## config.mk

```make
export PLATFORM = sky130hd
export DESIGN_NAME = ccsel_core
export DESIGN_NICKNAME = d
export VERILOG_FILES = /design/src/core/ccsel_pkg.sv /design/src/core/ccsel_core.sv
export SDC_FILE = /design/constraint.sdc
export NUM_CORES = 1
export LEC_CHECK = 0
export CORE_ASPECT_RATIO = 2
export CORE_UTILIZATION = 30
export CTS_CLUSTER_DIAMETER = 40
export DETAILED_ROUTE_END_ITERATION = 10
export DONT_BUFFER_PORTS = 1
export PLACE_DENSITY = 0.43
export REMOVE_ABC_BUFFERS = 1
export SYNTH_ARGS = -nofsm -noshare
export SYNTH_HDL_FRONTEND = slang
export SYNTH_SLANG_ARGS = --single-unit
```

## constraint.sdc

```tcl
create_clock -name pclk -period 3.2 [get_ports pclk]
set_clock_uncertainty 0.1 [all_clocks]
set_input_delay 0 -clock pclk [delete_from_list [all_inputs] [get_ports pclk]]
set_output_delay 0 -clock pclk [all_outputs]
set_load 0.01 [all_outputs]
```

## src/core/ccsel_pkg.sv

```systemverilog
// Purpose: shared constants and types of the changeover selector control
// Assumes: 200 MHz pclk, APB register access
// Notes: channels 1-11 plus three time-code lines form one fault vector per feed
package ccsel_pkg;
    localparam int NFLT = 14;
    localparam int NAMP = 9;
    localparam int ADDR_W = 8;

    localparam logic [ADDR_W-1:0] OFF_CTRL = 8'h00;
    localparam logic [ADDR_W-1:0] OFF_STAT = 8'h04;
    localparam logic [ADDR_W-1:0] OFF_FLTM = 8'h08;
    localparam logic [ADDR_W-1:0] OFF_FLTS = 8'h0c;
    localparam logic [ADDR_W-1:0] OFF_ALM = 8'h10;

    localparam int CTRL_POL_BIT = 0;
    localparam int CTRL_MODE_BIT = 1;
    localparam int CTRL_AEN_BIT = 2;

    localparam int STAT_SEL_BIT = 0;
    localparam int STAT_NET_BIT = 1;
    localparam int STAT_POL_BIT = 2;
    localparam int STAT_MODE_BIT = 3;
    localparam int STAT_AEN_BIT = 4;
    localparam int STAT_FM_BIT = 5;
    localparam int STAT_FS_BIT = 6;
    localparam int STAT_PWR_BIT = 7;

    typedef enum logic {FEED_MAIN, FEED_SPARE} ccsel_feed_t;
    typedef enum logic {POL_DISABLED, POL_FAILOVER} ccsel_pol_t;
    typedef enum logic {MODE_GUARDED, MODE_UNRESTRICTED} ccsel_mode_t;

    localparam ccsel_feed_t RST_SEL = FEED_MAIN;
    localparam ccsel_pol_t RST_NET_POL = POL_FAILOVER;
    localparam ccsel_mode_t RST_NET_MODE = MODE_GUARDED;
    localparam logic RST_NET_AEN = 1'b1;
    localparam logic RST_NET_CTRL = 1'b0;

    localparam int BLINK_HALF_MS = 250;
    localparam int CLK_MHZ = 200;
    localparam int BLINK_HALF_CYC = BLINK_HALF_MS * CLK_MHZ * 1000;

    typedef struct packed {
        ccsel_pol_t policy;
        ccsel_mode_t mode;
        logic alarm_en;
    } ccsel_cfg_t;

    typedef struct packed {
        logic sel;
        logic ctrl;
        logic rst;
    } ccsel_keys_t;

    typedef struct packed {
        logic psel;
        logic penable;
        logic pwrite;
        logic [ADDR_W-1:0] paddr;
        logic [31:0] pwdata;
    } ccsel_apb_req_t;

    typedef struct packed {
        logic pready;
        logic pslverr;
        logic [31:0] prdata;
    } ccsel_apb_rsp_t;

    typedef struct packed {
        ccsel_feed_t sel;
        logic net_ctrl;
        ccsel_cfg_t net;
        ccsel_keys_t key_prev;
        logic [NFLT-1:0] flt_m;
        logic [NFLT-1:0] flt_s;
        logic [NAMP-1:0] alm;
        logic [31:0] blink_cnt;
        logic blink;
        logic pwr_alarm;
        logic [1:0] psu_lamp;
        logic [31:0] prdata;
        logic slverr;
    } ccsel_state_t;
endpackage

```

## src/core/ccsel_core.sv

```systemverilog
// Purpose: feed selection, failover, key gating, fault lamps and alarms
// Assumes: keys and detector flags synchronous to pclk, keys active high
// Notes: all state in one struct; registers reached over APB
//
// Decided for this implementation: the APB register port and the placing of the registers.
`timescale 1ns/1ps
module ccsel_core #(
    parameter int BLINK_CYC = ccsel_pkg::BLINK_HALF_CYC
) (
    // clock and reset
    input wire logic pclk,
    input wire logic presetn,
    // register bus
    input wire ccsel_pkg::ccsel_apb_req_t apb_req,
    output ccsel_pkg::ccsel_apb_rsp_t apb_rsp,
    // panel
    input wire ccsel_pkg::ccsel_cfg_t panel_cfg,
    input wire ccsel_pkg::ccsel_keys_t keys,
    // detectors
    input wire logic [ccsel_pkg::NFLT-1:0] fault_main,
    input wire logic [ccsel_pkg::NFLT-1:0] fault_spare,
    input wire logic [ccsel_pkg::NAMP-1:0] amp_err,
    input wire logic psu_err,
    input wire logic [1:0] psu_off,
    // selection and lamps
    output ccsel_pkg::ccsel_feed_t feed_sel,
    output logic net_ctrl,
    output logic [ccsel_pkg::NFLT-1:0] chan_lamp_main,
    output logic [ccsel_pkg::NFLT-1:0] chan_lamp_spare,
    output logic [1:0] summary_error_lamp,
    output logic [ccsel_pkg::NAMP-1:0] amp_bypass,
    output logic [ccsel_pkg::NAMP-1:0] out_alarm_lamp,
    output logic power_alarm,
    output logic [1:0] psu_lamp
);
    import ccsel_pkg::*;

    ccsel_state_t s_q;
    ccsel_state_t s_d;
    ccsel_cfg_t eff;
    logic fm;
    logic fs;
    logic cur_bad;
    logic oth_bad;
    logic press_sel;
    logic press_ctrl;
    logic press_rst;
    logic auto_sw;
    logic key_ok;
    logic setup;
    logic access;
    ccsel_feed_t other;

    assign eff = s_q.net_ctrl ? s_q.net : panel_cfg;
    assign fm = |fault_main;
    assign fs = |fault_spare;
    assign cur_bad = (s_q.sel == FEED_SPARE) ? fs : fm;
    assign oth_bad = (s_q.sel == FEED_SPARE) ? fm : fs;
    assign other = (s_q.sel == FEED_MAIN) ? FEED_SPARE : FEED_MAIN;
    assign press_sel = keys.sel & ~s_q.key_prev.sel;
    assign press_ctrl = keys.ctrl & ~s_q.key_prev.ctrl;
    assign press_rst = keys.rst & ~s_q.key_prev.rst;
    // one policy for every channel, never per channel
    assign auto_sw = (eff.policy == POL_FAILOVER) && cur_bad && !oth_bad;
    // refuse only a move onto a faulted feed while the current one is healthy
    assign key_ok = (fm == fs)
        || (eff.policy == POL_DISABLED && eff.mode == MODE_UNRESTRICTED)
        || !oth_bad;
    assign setup = apb_req.psel & ~apb_req.penable;
    assign access = apb_req.psel & apb_req.penable;

    always_comb begin
        s_d = s_q;
        s_d.key_prev = keys;
        // automatic move wins over a key press in the same cycle
        if (auto_sw) begin
            s_d.sel = other;
        end else if (press_sel && key_ok) begin
            s_d.sel = other;
        end
        if (press_ctrl) begin
            s_d.net_ctrl = ~s_q.net_ctrl;
        end
        // new faults win over the reset key in the same cycle
        s_d.flt_m = (press_rst ? '0 : s_q.flt_m) | fault_main;
        s_d.flt_s = (press_rst ? '0 : s_q.flt_s) | fault_spare;
        s_d.alm = (press_rst ? '0 : s_q.alm) | amp_err;
        if (s_q.blink_cnt >= BLINK_CYC - 1) begin
            s_d.blink_cnt = '0;
            s_d.blink = ~s_q.blink;
        end else begin
            s_d.blink_cnt = s_q.blink_cnt + 32'h1;
        end
        s_d.pwr_alarm = psu_err | (|psu_off);
        s_d.psu_lamp = psu_off;
        // read data and error sampled in setup so the access phase is one cycle
        if (setup) begin
            s_d.prdata = '0;
            s_d.slverr = 1'b0;
            if (apb_req.paddr == OFF_CTRL) begin
                s_d.prdata[CTRL_POL_BIT] = s_q.net.policy;
                s_d.prdata[CTRL_MODE_BIT] = s_q.net.mode;
                s_d.prdata[CTRL_AEN_BIT] = s_q.net.alarm_en;
            end else if (apb_req.paddr == OFF_STAT) begin
                s_d.prdata[STAT_SEL_BIT] = s_q.sel;
                s_d.prdata[STAT_NET_BIT] = s_q.net_ctrl;
                s_d.prdata[STAT_POL_BIT] = eff.policy;
                s_d.prdata[STAT_MODE_BIT] = eff.mode;
                s_d.prdata[STAT_AEN_BIT] = eff.alarm_en;
                s_d.prdata[STAT_FM_BIT] = fm;
                s_d.prdata[STAT_FS_BIT] = fs;
                s_d.prdata[STAT_PWR_BIT] = s_q.pwr_alarm;
            end else if (apb_req.paddr == OFF_FLTM) begin
                s_d.prdata[NFLT-1:0] = s_q.flt_m;
            end else if (apb_req.paddr == OFF_FLTS) begin
                s_d.prdata[NFLT-1:0] = s_q.flt_s;
            end else if (apb_req.paddr == OFF_ALM) begin
                s_d.prdata[NAMP-1:0] = s_q.alm;
            end else begin
                s_d.slverr = 1'b1;
            end
        end
        // network values persist while the panel is in charge
        if (access && apb_req.pwrite && apb_req.paddr == OFF_CTRL) begin
            s_d.net.policy = ccsel_pol_t'(apb_req.pwdata[CTRL_POL_BIT]);
            s_d.net.mode = ccsel_mode_t'(apb_req.pwdata[CTRL_MODE_BIT]);
            s_d.net.alarm_en = apb_req.pwdata[CTRL_AEN_BIT];
        end
    end

    always_ff @(posedge pclk or negedge presetn) begin
        if (!presetn) begin
            s_q <= '0;
            s_q.sel <= RST_SEL;
            s_q.net_ctrl <= RST_NET_CTRL;
            s_q.net.policy <= RST_NET_POL;
            s_q.net.mode <= RST_NET_MODE;
            s_q.net.alarm_en <= RST_NET_AEN;
        end else begin
            s_q <= s_d;
        end
    end

    assign apb_rsp.pready = 1'b1;
    assign apb_rsp.pslverr = access & s_q.slverr;
    assign apb_rsp.prdata = s_q.prdata;

    assign feed_sel = s_q.sel;
    assign net_ctrl = s_q.net_ctrl;
    assign chan_lamp_main = s_q.flt_m;
    assign chan_lamp_spare = s_q.flt_s;
    assign summary_error_lamp[0] = (|s_q.flt_m) & s_q.blink;
    assign summary_error_lamp[1] = (|s_q.flt_s) & s_q.blink;
    assign power_alarm = s_q.pwr_alarm;
    assign psu_lamp = s_q.psu_lamp;

    // bypass follows the latched error even with lamps switched off
    for (genvar i = 0; i < NAMP; i++) begin : g_amp
        assign amp_bypass[i] = s_q.alm[i];
        assign out_alarm_lamp[i] = s_q.alm[i] & eff.alarm_en;
    end
endmodule // ccsel_core

```

==> flow_metrics.tcl, run 1 <==
set metrics [dict create \
    status "finished clean" \
    combPwrFrac 0.120 \
    setup_ws_ps 917 \
    fin_cells 720 \
    maxSlewViolCount 0 \
    cp_data_arrival_time_ps 2450 \
    yosys_warnings 0 \
    cts_tree "yes" \
    fin_tns_setup_ps 0 \
    worstPathRequired_ps 3370 \
    ios 178 \
    die_area_um2 17400 \
    first_global_vias 3955 \
    clk_pin_slew_worst_paths_ps 70 \
    synth_area_um2 5040 \
    fp.dieH_um 185 \
    drive_above_1_share 0.0775 \
    cap_violations 0 \
    ant_nets 0 \
    cts_hold_buf 67 \
    vias 3805 \
    final_cell_mix "dfrtp_1 (94), dlygate4sd3_1 (66), a21o_1 (37)" \
    layout-area-overhead-vs-synth_pct 13.8 \
    nets 604 \
    critPathMaxFanout 9 \
    finalCritPeriodShare 0.713 \
    drt_iter0_drc 100 \
    min_from "keys[2]" \
    setup_violations 0 \
    grt_pass1_wl_um 21700 \
    dpl.hpwl_um 10300 \
    overflow 0 \
    cts.path.max_buffers 2 \
    n_antenna_cell 0 \
    clock_latency_ps 350 \
    rows 66 \
    swShare 0.277 \
    synthDistinctLibCells 54 \
    wl_per_cell_um 20.1 \
    io_buffers 0 \
    tightest_slew_ps 1060 \
    powerDensity_nw_per_um2 467 \
    grt_use_total 0.169 \
    p_leak_nw 2.31 \
    yosysTopAreaCell "dfrtp_1" \
    fin_hold_ws_ps 48.3 \
    min_period_ps 2280 \
    fmax_mhz 438 \
    hold_depth 4 \
    r2r-end "s_q[61]" \
    min_to "feed_sel" \
    startpoint_type "flop" \
    place_ws_ps 950 \
    grt_max_degree 97 \
    netlist_instances 499 \
    start_util 0.308 \
    p_sw_mw 0.743 \
    layout_commonest_cell "dfrtp_1" \
    drt-total-wl_um 14500 \
    place.gp.congestion 0.853 \
    worstSetupEndpointType "flop" \
    core_area_um2 16400 \
    drc 0 \
    rrSetupSlack_ps 920 \
    post-cts-setup-buffer-count 0 \
    cts_root_buffer "clkbuf_16" \
    worstReg2RegStart "s_q[43]" \
    peakVddDrop_mv 0.198 \
    dp.cells 638 \
    clock_sinks 96 \
    dr.pass1.iters 4 \
    vias_per_cell 5.28 \
    yosysSeqAreaShare 0.477 \
    seqPwrFrac 0.514 \
    synth.top_cell.area_share 0.467 \
    internal_power_mw 1.94 \
    avgSynthCellArea_um2 10.1 \
    antenna_found_initial 0 \
    ys_ff_latch 96 \
    critical_path_class "flop to flop" \
    synth_ff_type "dfrtp_1" \
    ys_top_cells_by_area "dfrtp_1 (47%), buf_4 (11%), a21o_1 (5.5%)" \
    cts_buffers 9 \
    synth_edf_count 0 \
    h-tree-depth 3 \
    clock_power_share 0.366 \
    rr_worst_depth 4 \
    relSlewSlack 0.291 \
    hold_violations 0 \
    rsz0062_at_grt "false" \
    die_w_um 93.7 \
    ys_async_sr_fraction 1.00 \
    cts_resized 0 \
    hp-class "input port to flop" \
]
[worst max-delay path: stages (launching register included)]
cell and delay [ps]:
dfrtp_1 440, nand3_1 220, or4_1 740, or4_1 480
a211oi_2 230
[registers in the layout, indices dropped and copies added (netlist names)]
register	cells
amp_bypass	9
net_ctrl	1
s_q	40
apb_rsp	14
chan_lamp_main	14
feed_sel	1
chan_lamp_spare	14
power_alarm	1
psu_lamp	2
[cell families after synthesis]
group / Yosys count / synth area share
DFF: 96 / 0.477
buffers and inverters: 104 / 0.133
adders and majority gates: 1 / 0.00248
and+or+nand+nor: 159 / 0.178
xor gates and xnor gates: 12 / 0.0208
AOI/OAI and AO/OA: 114 / 0.164
muxes: 11 / 0.0231
other: 2 / 0.00149
[power groups by stage]
| stage | logic (mW) | registers (mW) | clock network, mW |
|---|---|---|---|
| 6_report | 0.321 | 1.38 | 0.981 |
| 5_1_grt | 0.354 | 1.39 | 1.06 |
| 4_1_cts | 0.324 | 1.38 | 1.01 |
| 3_5_place_dp | 0.222 | 1.40 | 0 |
| 3_3_place_gp | 0.218 | 1.40 | 0 |
| 2_1_floorplan | 0.172 | 1.37 | 0 |
[Yosys cell counts (4+ instances only)]
library cell and n:
or3_1 9, a21o_1 37, xor2_1 7, a211oi_1 12
o22ai_1 4, mux2i_1 6, nand2b_1 7, nand4_1 9
clkbuf_1 14, nor3_1 20, and3_1 6, o21ai_0 9
inv_1 11, mux2_2 5, buf_4 72, nand3_1 13
nand2_1 25, or4_1 8, nor4_1 15, dfrtp_1 94
a22oi_1 6, o31ai_1 15, nor2_1 19, a21oi_1 12
nor2b_1 14, xnor2_1 5
[per-stage QoR]
| step | total power, mW | util | cell area, um2 |
|---|---|---|---|
| floorplan | 1.54 | - | 4500 |
| global placement | 1.62 | 0.293 | 4800 |
| detailed placement | 1.62 | 0.293 | 4800 |
| CTS | 2.72 | 0.351 | 5740 |
| global route | 2.81 | 0.351 | 5740 |
| finish | 2.68 | 0.351 | 5740 |
[per-layer routing]
layer,up-vias,GRT usage,part of all wire
met3,34,0.0456,0.064
met2,135,0.315,0.55
li1,1734,-,-
met1,1902,0.162,0.34
met5,-,0,0
met4,0,0.100,0.044
[how the worst max path moves through the flow]
stage	start	end	slack, ps
after CTS	s_q[43]	s_q[61]	910
after global placement	s_q[43]	s_q[61]	980
after global routing	s_q[43]	s_q[59]	790
final	s_q[43]	s_q[61]	920
after floorplan	s_q[58]	s_q[36]	350
after detailed placement	s_q[43]	s_q[61]	950
[cell type report]
type,count,area [um2]
sequential,96,2400
fill,1674,10600
clock buffer,10,229
inverter,11,41.3
multi-input combinational,322,2060
timing repair buffer,72,726
clock inverter,5,25.0
tap,204,255
No activity file was read; power rests on OpenSTA's default activity.
==> inputs of run 2 (changes only) <==
--- a/config.mk
+++ b/config.mk
@@ -10,7 +10,7 @@
 export CTS_CLUSTER_DIAMETER = 40
 export DETAILED_ROUTE_END_ITERATION = 10
 export DONT_BUFFER_PORTS = 1
-export PLACE_DENSITY = 0.43
+export PLACE_DENSITY = 0.44
 export REMOVE_ABC_BUFFERS = 1
 export SYNTH_ARGS = -nofsm -noshare
 export SYNTH_HDL_FRONTEND = slang
==> constraint.sdc (replaced) <==
create_clock -name pclk -period 1.9 [get_ports pclk]
set_clock_uncertainty 0.1 [all_clocks]
set_input_delay 0 -clock pclk [delete_from_list [all_inputs] [get_ports pclk]]
set_output_delay 0 -clock pclk [all_outputs]
set_load 0.01 [all_outputs]
==> run 2 against run 1 <==
  * The flow now finishes with violations (negative hold slack, negative setup slack)
  * Die area stayed put
  * Design area is 10% higher
  * Register-to-register slack worse by 1100 ps
  * Routed wire length is 7.6% higher
  * Final cell count is 5.8% higher
  * First-iteration DRC count is 45% higher
  * Global-route usage is 0.96 points higher
  * Worst setup slack worse by 1100 ps
  * Hold slack worse by 800 ps
  * Critical path type unchanged
==> flow_metrics.tcl, run 2 (same netlist as run 1, synthesis figures left out) <==
set metrics [dict create \
    overflow 0 \
    die_w_um 93.7 \
    vias 3962 \
    place.gp.congestion 0.810 \
    clock_power_share 0.411 \
    final_cell_mix "dfrtp_1 (93), dlygate4sd3_1 (60), buf_4 (45)" \
    first_global_vias 4183 \
    cts.path.max_buffers 2 \
    grt_use_total 0.179 \
    cts_root_buffer "clkbuf_16" \
    hold_violations 97 \
    grt_max_degree 97 \
    cts_buffers 9 \
    fp.dieH_um 185 \
    cap_violations 0 \
    layout_commonest_cell "dfrtp_1" \
    worstSetupEndpointType "flop" \
    rsz0062_at_grt "true" \
    final.fill_count 1616 \
    nets 646 \
    wl_per_cell_um 20.5 \
    largest_reg_flops 40 \
    ant_nets 0 \
    worstPathRequired_ps 2070 \
    layout-area-overhead-vs-synth_pct 25.4 \
    vias_per_cell 5.20 \
    place_ws_ps -247 \
    rows 66 \
    drive_above_1_share 0.217 \
    swShare 0.261 \
    finalCritPeriodShare 1.09 \
    fin_tns_setup_ps -873 \
    fin_hold_ws_ps -756 \
    hp-class "input port to asynchronous set/reset pin" \
    setup_violations 14 \
    fmax_mhz 485 \
    internal_power_mw 3.55 \
    die_area_um2 17400 \
    clock_sinks 96 \
    cp_data_arrival_time_ps 2230 \
    status "finished, violations left" \
    cts_hold_buf 60 \
    ios 178 \
    core_area_um2 16400 \
    grt_pass1_wl_um 22700 \
    clock_latency_ps 350 \
    regMostFlops "s_q" \
    p_sw_mw 1.25 \
    relSlewSlack 0.563 \
    min_period_ps 2060 \
    dpl.hpwl_um 10900 \
    n_antenna_cell 0 \
    design_area_um2 6320 \
    clk_pin_slew_worst_paths_ps 70 \
    violations "negative hold slack, negative setup slack" \
    placed_cell_area_um2 5080 \
    start_util 0.308 \
    peakVddDrop_mv 0.338 \
    antenna_found_initial 0 \
    final_util 0.387 \
    drt_iter0_drc 145 \
    maxSlewViolCount 0 \
    cts_tree "yes" \
    p_leak_nw 2.56 \
    io_buffers 0 \
    tightest_slew_ps 650 \
    seqPwrFrac 0.481 \
    startpoint_type "flop" \
    combPwrFrac 0.108 \
    setup_ws_ps -164 \
    critical_path_class "flop to flop" \
    drt-total-wl_um 15600 \
    drc 0 \
    critPathMaxFanout 5 \
    dr.pass1.iters 4 \
    h-tree-depth 3 \
    powerDensity_nw_per_um2 759 \
]
## run 2: worst paths after layout
check                             endpoint   startpoint  cells past startpoint  slack (ps)
worst min-delay path            apb_rsp[9]      presetn                      0        -760
min in group pclk                 s_q[109]  apb_req[41]                      2           0
worst max-delay path               s_q[61]      s_q[38]                      5        -160
worst max register to register     s_q[61]      s_q[38]                      5        -160
worst min register to register      s_q[0]       s_q[0]                      2         400
max in group asynchronous         s_q[111]      presetn                      0        2220
## run 2: power groups by stage
| stage | Clock [mW] | Sequential, mW | Combinational, mW |
|---|---|---|---|
| after floorplan | 0 | 2.31 | 0.290 |
| after global placement | 0 | 2.35 | 0.400 |
| after detailed placement | 0 | 2.35 | 0.405 |
| after CTS | 2.02 | 2.31 | 0.517 |
| after global routing | 2.10 | 2.33 | 0.562 |
| final | 1.97 | 2.31 | 0.518 |
## run 2: what timing repair did
item	4_1_cts	5_1_grt
gates cloned	2	1
setup buffers	4	7
resized for setup	25	30
endpoints found under the hold margin	159	96
pin swaps	13	13
setup endpoints to repair	27	27
## run 2: metal layers
layer	wire, um	vias to the layer above	track usage
met5	0	-	0
met4	697	0	0.104
met3	851	37	0.0411
met2	9020	136	0.356
met1	5020	1964	0.155
li1	-	1825	-
## run 2: stage by stage
step / power [mW] / instances
floorplan: 2.60 / 429
global placement: 2.75 / 674
detailed placement: 2.76 / 674
CTS: 4.85 / 755
global route: 4.99 / 762
finish: 4.80 / 762
## run 2: critical path, cell delays in order (launching register included)
cell	delay, ps
dfrtp_1	360
ha_2	190
nand4_1	120
or4_4	570
or4_4	440
a211oi_2	210
## run 2: layout make-up
class                   instances  area (um2)  share of cell area
clock buffers                   9         225              0.0356
clock inverters                 6        92.6              0.0146
inverters                      11        41.3             0.00653
multi-input cells             323        2250               0.356
flip-flops and latches         96        2410               0.381
well taps                     204         255              0.0404
repair buffers                113        1050               0.166
